[src/logic/vgt_map.svh]
// Register offsets, field positions, reset values and line counts for the vertical gate block
`ifndef VGT_MAP_SVH
`define VGT_MAP_SVH

`define VGT_OFS_START_LO   8'h15
`define VGT_OFS_STOP_LO    8'h16
`define VGT_OFS_MISC       8'h17
`define VGT_OFS_GAIN       8'h18

`define VGT_MISC_START_MSB 0
`define VGT_MISC_STOP_MSB  1
`define VGT_MISC_ALT_POS   2
`define VGT_MISC_HALF_DIS  6
`define VGT_MISC_LINE_DIS  7
`define VGT_MISC_RD_MASK   8'hC7

`define VGT_RST_START_LO   8'h00
`define VGT_RST_STOP_LO    8'h00
`define VGT_RST_MISC       8'h00
`define VGT_RST_GAIN       8'h80

`define VGT_INIT_50HZ      9'h138
`define VGT_INIT_60HZ      9'h106
`define VGT_GAIN_SHIFT     7
`define VGT_SAMPLE_MAX     8'hFF

`endif

[src/logic/vgt_pkg.sv]
// Types shared by the vertical gate block
`default_nettype none
package vgt_pkg;

   typedef struct packed {
      logic [7:0] start_lo;
      logic [7:0] stop_lo;
      logic [7:0] misc;
      logic [7:0] gain;
      logic [8:0] line_cnt;
      logic       gate;
      logic       field_ident;
      logic [7:0] rdata;
      logic       ack;
      logic [7:0] raw;
      logic       raw_vld;
   } vgt_state_t;

   typedef struct packed {
      logic       line_start;
      logic       field_start;
      logic       field2;
      logic       field_60hz;
   } vgt_timing_t;

endpackage : vgt_pkg
`default_nettype wire

[src/logic/vgt_vertical_gate_timing.sv]
// Vertical gate, field ident, line clock enables and raw sample gain
`timescale 1ns/100ps
`default_nettype none
`include "vgt_map.svh"

module vgt_vertical_gate_timing (
   input  wire logic       I_SYS_CLK,
   input  wire logic       I_NRST,
   input  wire logic       I_REG_WR,
   input  wire logic       I_REG_RD,
   input  wire logic [7:0] I_REG_ADDR,
   input  wire logic [7:0] I_REG_WDATA,
   output logic      [7:0] O_REG_RDATA,
   output logic            O_REG_ACK,
   input  wire logic       I_LINE_START,
   input  wire logic       I_FIELD_START,
   input  wire logic       I_FIELD2,
   input  wire logic       I_FIELD_60HZ,
   output logic            O_VERTICAL_GATE,
   output logic            O_FIELD_IDENT,
   output logic            O_LINE_CLOCK_OE,
   output logic            O_HALF_LINE_CLOCK_OE,
   input  wire logic       I_RAW_VALID,
   input  wire logic [7:0] I_RAW_DATA,
   output logic            O_RAW_VALID,
   output logic      [7:0] O_RAW_DATA
);

   vgt_pkg::vgt_state_t  st_r;
   vgt_pkg::vgt_state_t  st_nxt;
   vgt_pkg::vgt_timing_t tim;

   logic [8:0]  init_val;
   logic [8:0]  cnt_new;
   logic [8:0]  cmp_val;
   logic [8:0]  start_line;
   logic [8:0]  stop_line;
   logic [15:0] product;
   logic [8:0]  scaled;

   // Value that follows c on the next line of the field
   function automatic logic [8:0] next_val(input logic [8:0] c, input logic [8:0] init);
      next_val = (c == init) ? 9'h000 : 9'(c + 9'h001);
   endfunction : next_val

   // Bundle of line timing strobes from the sync logic
   assign tim = '{I_LINE_START, I_FIELD_START, I_FIELD2, I_FIELD_60HZ};

   // Programmed lines and first-line value of the field
   assign start_line = {st_r.misc[`VGT_MISC_START_MSB], st_r.start_lo};
   assign stop_line  = {st_r.misc[`VGT_MISC_STOP_MSB], st_r.stop_lo};
   assign init_val   = tim.field_60hz ? `VGT_INIT_60HZ : `VGT_INIT_50HZ;

   // Counter value of the line now starting
   assign cnt_new = tim.field_start ? init_val : next_val(st_r.line_cnt, init_val);

   // Field two looks one line ahead when the alternative position is set
   assign cmp_val = (tim.field2 && st_r.misc[`VGT_MISC_ALT_POS]) ?
                    next_val(cnt_new, init_val) : cnt_new;

   // Gain product, nominal at 128, saturated to eight bits
   assign product = 16'(I_RAW_DATA) * 16'(st_r.gain);
   assign scaled  = 9'(product >> `VGT_GAIN_SHIFT);

   // Next state
   always_comb begin
      st_nxt     = st_r;
      st_nxt.ack = 1'b0;
      // Register writes; unmapped offsets ignored
      if (I_REG_WR) begin
         case (I_REG_ADDR)
            `VGT_OFS_START_LO: st_nxt.start_lo = I_REG_WDATA;
            `VGT_OFS_STOP_LO:  st_nxt.stop_lo  = I_REG_WDATA;
            `VGT_OFS_MISC:     st_nxt.misc     = I_REG_WDATA;
            `VGT_OFS_GAIN:     st_nxt.gain     = I_REG_WDATA;
            default: begin
            end
         endcase
      end
      // Register reads; reserved misc bits and unmapped offsets read zero
      if (I_REG_RD) begin
         st_nxt.ack = 1'b1;
         case (I_REG_ADDR)
            `VGT_OFS_START_LO: st_nxt.rdata = st_r.start_lo;
            `VGT_OFS_STOP_LO:  st_nxt.rdata = st_r.stop_lo;
            `VGT_OFS_MISC:     st_nxt.rdata = st_r.misc & `VGT_MISC_RD_MASK;
            `VGT_OFS_GAIN:     st_nxt.rdata = st_r.gain;
            default:           st_nxt.rdata = 8'h00;
         endcase
      end
      // Line counting and gate edges; stop wins when both match
      if (tim.line_start) begin
         st_nxt.line_cnt = cnt_new;
         if (cmp_val == start_line) begin
            st_nxt.gate        = 1'b1;
            st_nxt.field_ident = tim.field2;
         end
         if (cmp_val == stop_line) begin
            st_nxt.gate = 1'b0;
         end
      end
      // Raw sample scaling
      st_nxt.raw_vld = I_RAW_VALID;
      if (I_RAW_VALID) begin
         st_nxt.raw = scaled[8] ? `VGT_SAMPLE_MAX : scaled[7:0];
      end
   end

   // State register
   always_ff @(posedge I_SYS_CLK or negedge I_NRST) begin
      if (!I_NRST) begin
         st_r             <= '0;
         st_r.start_lo    <= `VGT_RST_START_LO;
         st_r.stop_lo     <= `VGT_RST_STOP_LO;
         st_r.misc        <= `VGT_RST_MISC;
         st_r.gain        <= `VGT_RST_GAIN;
      end else begin
         st_r <= st_nxt;
      end
   end

   // Outputs straight from state
   assign O_REG_RDATA          = st_r.rdata;
   assign O_REG_ACK            = st_r.ack;
   assign O_VERTICAL_GATE      = st_r.gate;
   assign O_FIELD_IDENT        = st_r.field_ident;
   assign O_LINE_CLOCK_OE      = ~st_r.misc[`VGT_MISC_LINE_DIS];
   assign O_HALF_LINE_CLOCK_OE = ~st_r.misc[`VGT_MISC_HALF_DIS];
   assign O_RAW_VALID          = st_r.raw_vld;
   assign O_RAW_DATA           = st_r.raw;
endmodule : vgt_vertical_gate_timing

`default_nettype wire

[config.mk]
export PLATFORM = sky130hd
export DESIGN_NAME = vgt_vertical_gate_timing
export DESIGN_NICKNAME = d
export VERILOG_FILES = /design/src/logic/vgt_pkg.sv /design/src/logic/vgt_vertical_gate_timing.sv
export VERILOG_INCLUDE_DIRS = /design/src /design/src/logic
export SDC_FILE = /design/constraint.sdc
export NUM_CORES = 1
export LEC_CHECK = 0
export BUFFER_PORTS_ARGS = -buffer_cell sky130_fd_sc_hd__buf_2
export CAP_MARGIN = 20
export CORE_UTILIZATION = 55
export CTS_CLUSTER_SIZE = 30
export DETAILED_ROUTE_END_ITERATION = 8
export PLACE_DENSITY = 0.78
export SYNTH_ARGS = -nofsm -noshare
export SYNTH_HDL_FRONTEND = slang
export SYNTH_SLANG_ARGS = --single-unit
[constraint.sdc]
create_clock -name I_SYS_CLK -period 4.55 [get_ports I_SYS_CLK]
set_input_delay 0.91 -clock I_SYS_CLK [delete_from_list [all_inputs] [get_ports I_SYS_CLK]]
set_output_delay 0.91 -clock I_SYS_CLK [all_outputs]
set_load 0.01 [all_outputs]
==> results.toml, run 1 <==
[route]
drcViolationCount = 0
num_vias = 4765
wl_per_cell_um = 17.81
m1WireLength_um = 6069
wirelength_um = 14090
drt_iter0_markers = 247
wl_met3_um = 768
vias_per_cell = 6.024
dr.pass1.iters = 6
dr_wl_met2_um = 6862
ant_nets = 0
top_layer_used = "met4"

[yosys]
yosysWarnings = 0
synthMuxAreaShare_pct = 7.742
syn_inst = 590
synth_cell_types = 74
synth-xor-area-share_pct = 4.061
synth-seq-cells = 58
ys.flop_type = "dfrtp_1"
synth_async_sr_flop_share_pct = 100.0
syn_nets = 693
synth_top_family_by_area = "adder cells"
synth-adder-area-share_pct = 20.30
netlist_area_mm2 = 0.005608
syn_avg_cell_area_um2 = 9.505
synth_compound_area_share_pct = 15.66
yosys.area_share.simple_pct = 18.79
synth_edf_count = 0
ys_seq_area_share_pct = 25.90

[grt]
grt_pass1_wl_um = 22560
grt_remaining_overflow = 0
grt_usage_pct = 27.87
antenna_found_initial = 0
grt_start_max_net_pins = 59
grt_pass1_vias = 4624

[sta]
clock_skew_ps = 15.48
report.final.slew_viol_count = 0
period_minus_slack_ps = 4667
fmax_mhz = 214.3
hold_viol_final = 0
slew_headroom_pct = 41.65
setup_violations = 7
tns_ps = -752.9
rsz0062_at_grt = "true"
worst_pin_slew_ps = 869.5
layout_setup_ws_ps = -116.9
fin_crit_sh_pct = 102.6

[setup_path]
cp_num_buf_inv = 4
end_kind = "register"
cpLargestDelayFamily = "adder cells"
cp-start-kind = "primary input"
crit_arrival_ps = 4930
path_cells = "buf_4 -> and2_1 -> ha_1 -> fa_1 -> ha_1 -> inv_1 -> fa_1 -> inv_1 -> ha_1 -> and3_1 -> a41o_1 -> a21o_1 -> a211oi_2 -> o21bai_2 -> a211oi_2 -> o21bai_2 -> xor2_2 -> buf_6 -> a31oi_2"
path_class = "in -> reg"
slowest_delay_ps = 540
required_ps = 4810
path_common_cell = "ha_1"
cp_max_fo = 7
cpMaxStageDelayCell = "fa_1"

[cells_and_area]
multi_input_area_mm2 = 0.003881
layout_commonest_cell = "dfrtp_1"
fin_nets = 756
fill_cells = 799
register_area_mm2 = 0.001454
layout_common_cells = "dfrtp_1, and2_1, inv_1"
syn_to_final_growth_pct = 16.76
drive_above_1_share_pct = 29.33
n_antenna_cell = 0

[floorplan]
die_area_mm2 = 0.01060
rows = 36
ioPinCount = 55
die_h_um = 103.0
coreArea_mm2 = 0.009819
start_util_pct = 57.11
die_w_um = 103.0

[place]
gp_congestion = 0.8924
post-place-ws_ps = -700.6
dpl.hpwl_um = 10570
portBuffers = 54

[clocking]
insertion_delay_ps = 350
root_buffer = "clkbuf_8"
path_clk_slew_ps = 80
cts.sinks = 58
clk_path_buf_depth = 2
cts_buffers = 9
tritoncts = "done"
cts_max_level = 3
hold_buffers = 0

[power_and_ir_drop]
p_per_area_mw_per_mm2 = 240.2
leakagePower_nw = 3.177
total_power_mw = 1.572
ir_worst_vdd_mv = 0.1697

[status]
status = "finished, violations left"
violations = "negative setup slack"

[job]
drv_cap = 0

[min_path]
hp-class = "reg -> reg"
==> power by group <==
| group | internal [mW] | total [mW] | leakage (nW) | switching, mW |
|---|---|---|---|---|
| logic | 0.191 | 0.424 | 2.31 | 0.233 |
| clock network | 0.312 | 0.550 | 0.106 | 0.239 |
| registers | 0.546 | 0.598 | 0.762 | 0.0520 |
| total | 1.05 | 1.57 | 3.18 | 0.524 |
==> final cells by class <==
| cell class | count | share of cell area, % |
|---|---|---|
| inverters | 52 | 2.981 |
| flip-flops and latches | 58 | 22.21 |
| repair buffers | 93 | 9.555 |
| well taps | 133 | 2.542 |
| multi-input cells | 439 | 59.28 |
| clock buffers | 9 | 1.892 |
| clock inverters | 7 | 1.548 |
==> cell usage after synthesis, drive strengths merged (4+ instances only) <==
master | number | area (um^2)
o21a | 5 | 45.04
nand2b | 4 | 25.02
and2 | 55 | 344.1
nor2 | 31 | 116.4
o22ai | 10 | 62.56
ha | 35 | 437.9
a21o | 4 | 30.03
nand4 | 5 | 31.28
a22o | 4 | 35.03
clkbuf | 16 | 60.06
a2111oi | 4 | 53.81
mux2 | 35 | 394.1
a31oi | 11 | 68.82
buf | 25 | 167.7
fa | 35 | 700.7
a221oi | 4 | 35.03
nor2b | 6 | 37.54
nand3 | 12 | 65.06
or3 | 4 | 25.02
a222oi | 4 | 40.04
mux2i | 4 | 40.04
a211oi | 4 | 40.03
nor4b | 4 | 56.30
a21oi | 16 | 80.08
nand2 | 36 | 137.6
inv | 52 | 195.2
dfrtp | 57 | 1426
o31ai | 6 | 50.05
o21ai | 16 | 80.08
nor3 | 9 | 50.05
and3 | 8 | 55.05
xnor2 | 16 | 140.1
xor2 | 10 | 87.58
==> metrics by stage <==
| stage | area (um^2) | std cells | utilization, % | hold slack [ps] |
|---|---|---|---|---|
| 2_1_floorplan | 5654 | 590 | - | 481.9 |
| 3_3_place_gp | 6148 | 774 | 62.61 | 467.1 |
| 3_5_place_dp | 6148 | 774 | 62.61 | 487.6 |
| 4_1_cts | 6417 | 791 | 65.35 | 511.8 |
| 5_1_grt | 6548 | 791 | 66.68 | 546.0 |
| 6_report | 6548 | 791 | 66.68 | 512.6 |
==> flip-flops by register name, summed over array words and instances (netlist names) <==
signal / flops
O_RAW_DATA: 8
O_VERTICAL_GATE: 1
st_r: 38
O_RAW_VALID: 1
O_FIELD_IDENT: 1
O_REG_RDATA: 8
O_REG_ACK: 1
==> repair_timing <==
item / in CTS / in global routing
gates resized for setup: 7 / 40
hold endpoints to repair: 0 / 0
buffers inserted: 1 / 1
pin swaps: 9 / 14
setup endpoints to repair: 8 / 8
==> metal layers <==
metal	track usage (%)	vias up
li1	-	2191
met1	35.76	2346
met2	46.77	190
met3	3.729	38
met4	13.11	0
met5	0	-
==> logic make-up (layout without fill, tap and decap cells) <==
group,after synthesis,after routing
AOI/OAI and AO/OA,117,117
DFF,58,58
and+or+nand+nor,187,187
xor gates and xnor gates,26,26
muxes,39,39
adders and majority gates,70,70
buffers and inverters,93,161
==> path summary, 6_finish.rpt <==
check                      depth (start not counted)                    endpoint                       from  slack (ps)
max reg2reg                                       17   O_RAW_DATA[3]$_DFFE_PN0P_       st_r[32]$_DFFE_PN0P_        -100
max in group asynchronous                          2        st_r[31]$_DFFE_PN0P_                     I_NRST        3320
max                                               19   O_RAW_DATA[3]$_DFFE_PN0P_              I_RAW_DATA[1]        -120
min in group asynchronous                          2  O_REG_RDATA[7]$_DFFE_PN0P_                     I_NRST         700
min reg2reg                                        1   O_FIELD_IDENT$_DFFE_PN0P_  O_FIELD_IDENT$_DFFE_PN0P_         510
min                                                1   O_FIELD_IDENT$_DFFE_PN0P_  O_FIELD_IDENT$_DFFE_PN0P_         510
Power figures use the tool's default switching activity.
==> run 2, diff against run 1 <==
--- a/config.mk
+++ b/config.mk
@@ -8,6 +8,7 @@
 export LEC_CHECK = 0
 export BUFFER_PORTS_ARGS = -buffer_cell sky130_fd_sc_hd__buf_2
 export CAP_MARGIN = 20
+export CORE_ASPECT_RATIO = 0.6
 export CORE_UTILIZATION = 55
 export CTS_CLUSTER_SIZE = 30
 export DETAILED_ROUTE_END_ITERATION = 8
==> run 2 against run 1 <==
Against the previous run: the run still ends with negative setup slack left; final cell count up 1.5%; core utilization is 1.2 points higher; combinational power increased by 5.9%; die area up 0.13%; sequential share of layout area fell by 0.55 points; worst setup slack lost 29 ps; fmax is 0.63% lower; register-to-register slack improved by 30 ps; critical path type unchanged; sequential power rose by 1%; non-clock buffer count is 9 higher.
==> results.toml, run 2 (synthesis gave the netlist of run 1 again) <==
[clocking]
insertion_delay_ps = 330
path_clk_slew_ps = 50
tritoncts = "done"
root_buffer = "clkbuf_16"
clk_path_buf_depth = 2
cts.sinks = 58
hold_buffers = 0
cts_max_level = 3
cts_buffers = 9

[sta]
slew_headroom_pct = 34.67
rsz0062_at_grt = "true"
fin_crit_sh_pct = 103.2
clock_skew_ps = 8.040
hold_slack_ps = 503.2
report.final.slew_viol_count = 0
period_minus_slack_ps = 4696
layout_setup_ws_ps = -146.4
fmax_mhz = 212.9
worst_pin_slew_ps = 971.6
setup_violations = 8
hold_viol_final = 0
tns_ps = -1039

[place]
dp.cells = 780
gp_congestion = 0.9473
portBuffers = 54
dpl.hpwl_um = 11550

[grt]
antenna_found_initial = 1
grt_remaining_overflow = 0
grt_pass1_wl_um = 24700
grt_start_max_net_pins = 59
grt_usage_pct = 30.29
grt_pass1_vias = 4629

[setup_path]
regToRegSetupSlack_ps = -70
cpLargestDelayFamily = "adder cells"
critPathLaunch = "I_RAW_DATA[4]"
worstRegToRegCells = 16
crit_arrival_ps = 4950
slowest_delay_ps = 550
path_cells = "buf_8 -> and2_4 -> fa_1 -> fa_1 -> fa_1 -> inv_2 -> fa_1 -> inv_1 -> ha_2 -> or3_4 -> a211oi_4 -> o21bai_2 -> a211oi_2 -> o21bai_1 -> xor2_2 -> buf_6 -> a31oi_1"
path_class = "in -> reg"
cp_max_fo = 6
cpMaxStageDelayCell = "fa_1"
r2r-end = "O_RAW_DATA[6]$_DFFE_PN0P_"
cp-start-kind = "primary input"
path_common_cell = "fa_1"
required_ps = 4800
r2r_start = "st_r[31]$_DFFE_PN0P_"
cp_num_buf_inv = 4
path_depth = 17
crit_end = "O_RAW_DATA[6]$_DFFE_PN0P_"
end_kind = "register"

[route]
drt_iter0_markers = 517
num_vias = 4960
dr.pass1.iters = 6
vias_per_cell = 6.177
drcViolationCount = 0
wirelength_um = 15350
ant_nets = 0
wl_per_cell_um = 19.12

[min_path]
hp-class = "reg -> reg"

[cells_and_area]
largest_reg_flops = 38
layout_common_cells = "dfrtp_1, inv_1, buf_2"
syn_to_final_growth_pct = 19.61
fin_cells = 803
regMostFlops = "st_r"
drive_above_1_share_pct = 30.13
fill_cells = 748
utilization_pct = 67.90
fin_nets = 765
layout_commonest_cell = "dfrtp_1"

[power_and_ir_drop]
p_comb_share_pct = 25.8
p_per_area_mw_per_mm2 = 259.1
clkPwrFrac_pct = 39.4
power_frac_seq_pct = 34.7
p_sw_share_pct = 30.99
p_switching_mw = 0.5386
internal-power_mw = 1.199
leakagePower_nw = 3.256
total_power_mw = 1.738
ir_worst_vdd_mv = 0.1947

[status]
status = "finished, violations left"
violations = "negative setup slack"

[floorplan]
die_h_um = 80.22
die_area_mm2 = 0.01062
die_w_um = 132.4
rows = 28
coreArea_mm2 = 0.009879
start_util_pct = 56.76
ioPinCount = 55

[job]
drv_cap = 0
## run 2: layout make-up
class | instances | area (um^2) | share of cell area, %
tap | 135 | 168.9 | 2.518
sequential | 58 | 1453 | 21.66
multi-input combinational | 439 | 3904 | 58.20
clock buffer | 14 | 264.0 | 3.936
clock inverter | 2 | 35.03 | 0.5223
antenna | 1 | 2.502 | 0.03731
inverter | 52 | 195.2 | 2.910
timing repair buffer | 102 | 685.7 | 10.22
## run 2: through the flow
step                setup WS, ps  instance area (um^2)
global placement          -586.4                  6181
detailed placement        -705.1                  6181
finish                    -146.4                  6708
CTS                       -94.23                  6591
global route              -264.2                  6705
floorplan                 -250.4                  5654
## run 2: how the worst min path moves through the flow
stage / start / slack (ps) / depth (start not counted) / end
finish: O_RAW_DATA[7]$_DFFE_PN0P_ / 500 / 1 / O_RAW_DATA[7]$_DFFE_PN0P_
global placement: O_FIELD_IDENT$_DFFE_PN0P_ / 490 / 1 / O_FIELD_IDENT$_DFFE_PN0P_
global route: O_RAW_DATA[7]$_DFFE_PN0P_ / 520 / 1 / O_RAW_DATA[7]$_DFFE_PN0P_
floorplan: O_RAW_DATA[7]$_DFFE_PN0P_ / 480 / 1 / O_RAW_DATA[7]$_DFFE_PN0P_
detailed placement: O_RAW_DATA[7]$_DFFE_PN0P_ / 500 / 1 / O_RAW_DATA[7]$_DFFE_PN0P_
CTS: O_RAW_DATA[7]$_DFFE_PN0P_ / 510 / 1 / O_RAW_DATA[7]$_DFFE_PN0P_
## run 2: timing repair
| action | 4_1_cts | 5_1_grt |
|---|---|---|
| hold endpoints to repair | 0 | 0 |
| endpoints found under the setup margin | 8 | 8 |
| pin swaps | 19 | 10 |
| setup buffers | 4 | 3 |
| gates resized for setup | 25 | 19 |
## run 2: per-layer routing
layer	GRT usage (%)	vias to the layer above	routed length, um
met5	0	-	0
met4	4.713	0	170
met3	9.470	21	1730
met2	42.63	272	6437
met1	45.42	2450	7015
li1	-	2217	-
## run 2: power groups by stage
stage	Sequential (mW)	Clock [mW]	Combinational (mW)
final	0.604	0.685	0.449
after floorplan	0.580	0	0.293
after global routing	0.606	0.711	0.492
after global placement	0.606	0	0.400
after CTS	0.600	0.689	0.426
after detailed placement	0.607	0	0.413
==> run 3, diff against run 2 <==
--- a/config.mk
+++ b/config.mk
@@ -9,10 +9,10 @@
 export BUFFER_PORTS_ARGS = -buffer_cell sky130_fd_sc_hd__buf_2
 export CAP_MARGIN = 20
 export CORE_ASPECT_RATIO = 0.6
-export CORE_UTILIZATION = 55
+export CORE_UTILIZATION = 46
 export CTS_CLUSTER_SIZE = 30
 export DETAILED_ROUTE_END_ITERATION = 8
-export PLACE_DENSITY = 0.78
+export PLACE_DENSITY = 0.67
 export SYNTH_ARGS = -nofsm -noshare
 export SYNTH_HDL_FRONTEND = slang
 export SYNTH_SLANG_ARGS = --single-unit
==> run 3 against run 2 <==
Against the previous run: the flow still finishes with violations (negative setup slack); clock skew fell by 2.2 ps; first-iteration DRC count decreased by 21%; sequential power about the same; non-clock buffer count is 2 higher; final cell count rose by 3.2%; total power shrank 1.5%; critical path type unchanged; highest routed layer unchanged.
==> results.toml, run 3 (synthesis gave the netlist of run 1 again) <==
[place]
place_area_mm2 = 0.006250
gp_congestion = 0.9335
portBuffers = 54
dpl.hpwl_um = 12070

[status]
status = "finished, violations left"
violations = "negative setup slack"

[cells_and_area]
regMostFlops = "st_r"
n_antenna_cell = 0
design_area_mm2 = 0.006741
largest_reg_flops = 38
layout_common_cells = "dfrtp_1, buf_2, buf_4"
layout_commonest_cell = "dfrtp_1"
drive_above_1_share_pct = 31.09
fin_nets = 767
syn_to_final_growth_pct = 20.21

[grt]
grt_pass1_vias = 4728
grt_pass1_wl_um = 24950
grt_usage_pct = 26.17
antenna_found_initial = 0
grt_start_max_net_pins = 48
grt_remaining_overflow = 0

[clocking]
hold_buffers = 0
tritoncts = "done"
cts.sinks = 58
root_buffer = "clkbuf_16"
clk_path_buf_depth = 2
cts_buffers = 9
cts_max_level = 3
path_clk_slew_ps = 60
insertion_delay_ps = 330

[setup_path]
cp-start-kind = "primary input"
end_kind = "register"
crit_arrival_ps = 4880
path_class = "in -> reg"
cp_max_fo = 6
required_ps = 4800

[sta]
hold_viol_final = 0
period_minus_slack_ps = 4629
rsz0062_at_grt = "true"
slew_headroom_pct = 31.41
setup_violations = 8
clock_skew_ps = 5.874
worst_pin_slew_ps = 1020
hold_slack_ps = 462.8
fin_crit_sh_pct = 101.7
report.final.slew_viol_count = 0
layout_setup_ws_ps = -79.08
fmax_mhz = 216.0

[route]
vias_per_cell = 5.784
ant_nets = 0
drt_iter0_markers = 406
wl_per_cell_um = 18.43
dr.pass1.iters = 7
drcViolationCount = 0
num_vias = 4795
wirelength_um = 15280

[job]
drv_cap = 0

[floorplan]
coreArea_mm2 = 0.01160
start_util_pct = 48.35
rows = 30
die_w_um = 144.5
ioPinCount = 55
die_h_um = 87.53
die_area_mm2 = 0.01265

[power_and_ir_drop]
p_per_area_mw_per_mm2 = 254.0
ir_worst_vdd_mv = 0.1629
leakagePower_nw = 3.259

[min_path]
hp-class = "in -> async"
run 3: cell types whose count changed in the layout (fill, tap and decap cells not counted), moves of 3 or more:
cell / previous run / this run
and2_1: 46 / 43
clkbuf_1: 3 / 0
buf_6: 8 / 5
and2_4: 9 / 12
run 3: timing repair:
| action | in CTS | in global routing |
|---|---|---|
| gates resized for setup | 26 | 17 |
| cloned | 0 | 0 |
| endpoints found under the setup margin | 8 | 8 |
| pin swaps | 16 | 9 |
| setup buffers | 2 | 0 |
run 3: stage by stage:
| step | setup slack [ps] | util (%) | cells | power (mW) | TNS, ps |
|---|---|---|---|---|---|
| after global routing | -248.5 | 58.12 | 829 | 1.800 | -1637 |
| after global placement | -589.1 | 53.88 | 810 | 1.008 | -4547 |
| final | -79.08 | 58.12 | 829 | 1.712 | -511.4 |
| after floorplan | -250.4 | - | 590 | 0.8732 | -1753 |
| after detailed placement | -757.6 | 53.88 | 810 | 1.020 | -5722 |
| after CTS | -48.71 | 57.38 | 828 | 1.703 | -294.4 |
run 3: report_power, final:
part,leakage (nW),internal [mW],total [mW],switching [mW]
Clock,0.142,0.422,0.673,0.251
Sequential,0.763,0.547,0.606,0.0586
Combinational,2.35,0.195,0.433,0.238
Total,3.26,1.16,1.71,0.548
run 3: cell type report:
class | count | area, um^2
repair buffers | 104 | 701.9
clock buffers | 9 | 225.2
clock inverters | 7 | 68.82
well taps | 160 | 200.2
multi-input cells | 439 | 3897
inverters | 52 | 195.2
fillers | 1020 | 4857
flip-flops and latches | 58 | 1453
run 3: worst max-delay path: stages:
cell and delay (ps):
buf_12 110, buf_6 110, and2_4 130, fa_2 340, fa_1 480, fa_1 580
inv_2 50, fa_1 540, inv_2 40, ha_4 210, and3_4 160, a211oi_4 270
o21bai_2 110, a211oi_2 210, o21bai_1 120, xor2_2 170, buf_6 150, a31oi_4 160
run 3: final timing paths:
path                                           startpoint                   endpoint  slack (ps)  depth (start not counted)
worst min-delay path                               I_NRST       st_r[48]$_DFFE_PN0P_         460                          1
min in group I_SYS_CLK          O_FIELD_IDENT$_DFFE_PN0P_  O_FIELD_IDENT$_DFFE_PN0P_         510                          1
worst max-delay path                        I_RAW_DATA[4]  O_RAW_DATA[4]$_DFFE_PN0P_         -80                         18
max in group asynchronous                          I_NRST       st_r[36]$_DFFE_PN1P_        3510                          2
worst min register to register  O_FIELD_IDENT$_DFFE_PN0P_  O_FIELD_IDENT$_DFFE_PN0P_         510                          1
worst max register to register       st_r[32]$_DFFE_PN0P_  O_RAW_DATA[4]$_DFFE_PN0P_         -10                         17
run 3: routing by layer:
layer | track usage, % | vias up | wire (um)
met2 | 37.24 | 207 | 6280
li1 | - | 2220 | -
met3 | 7.916 | 14 | 1395
met5 | 0 | - | 0
met4 | 5.167 | 0 | 143
met1 | 38.85 | 2354 | 7456
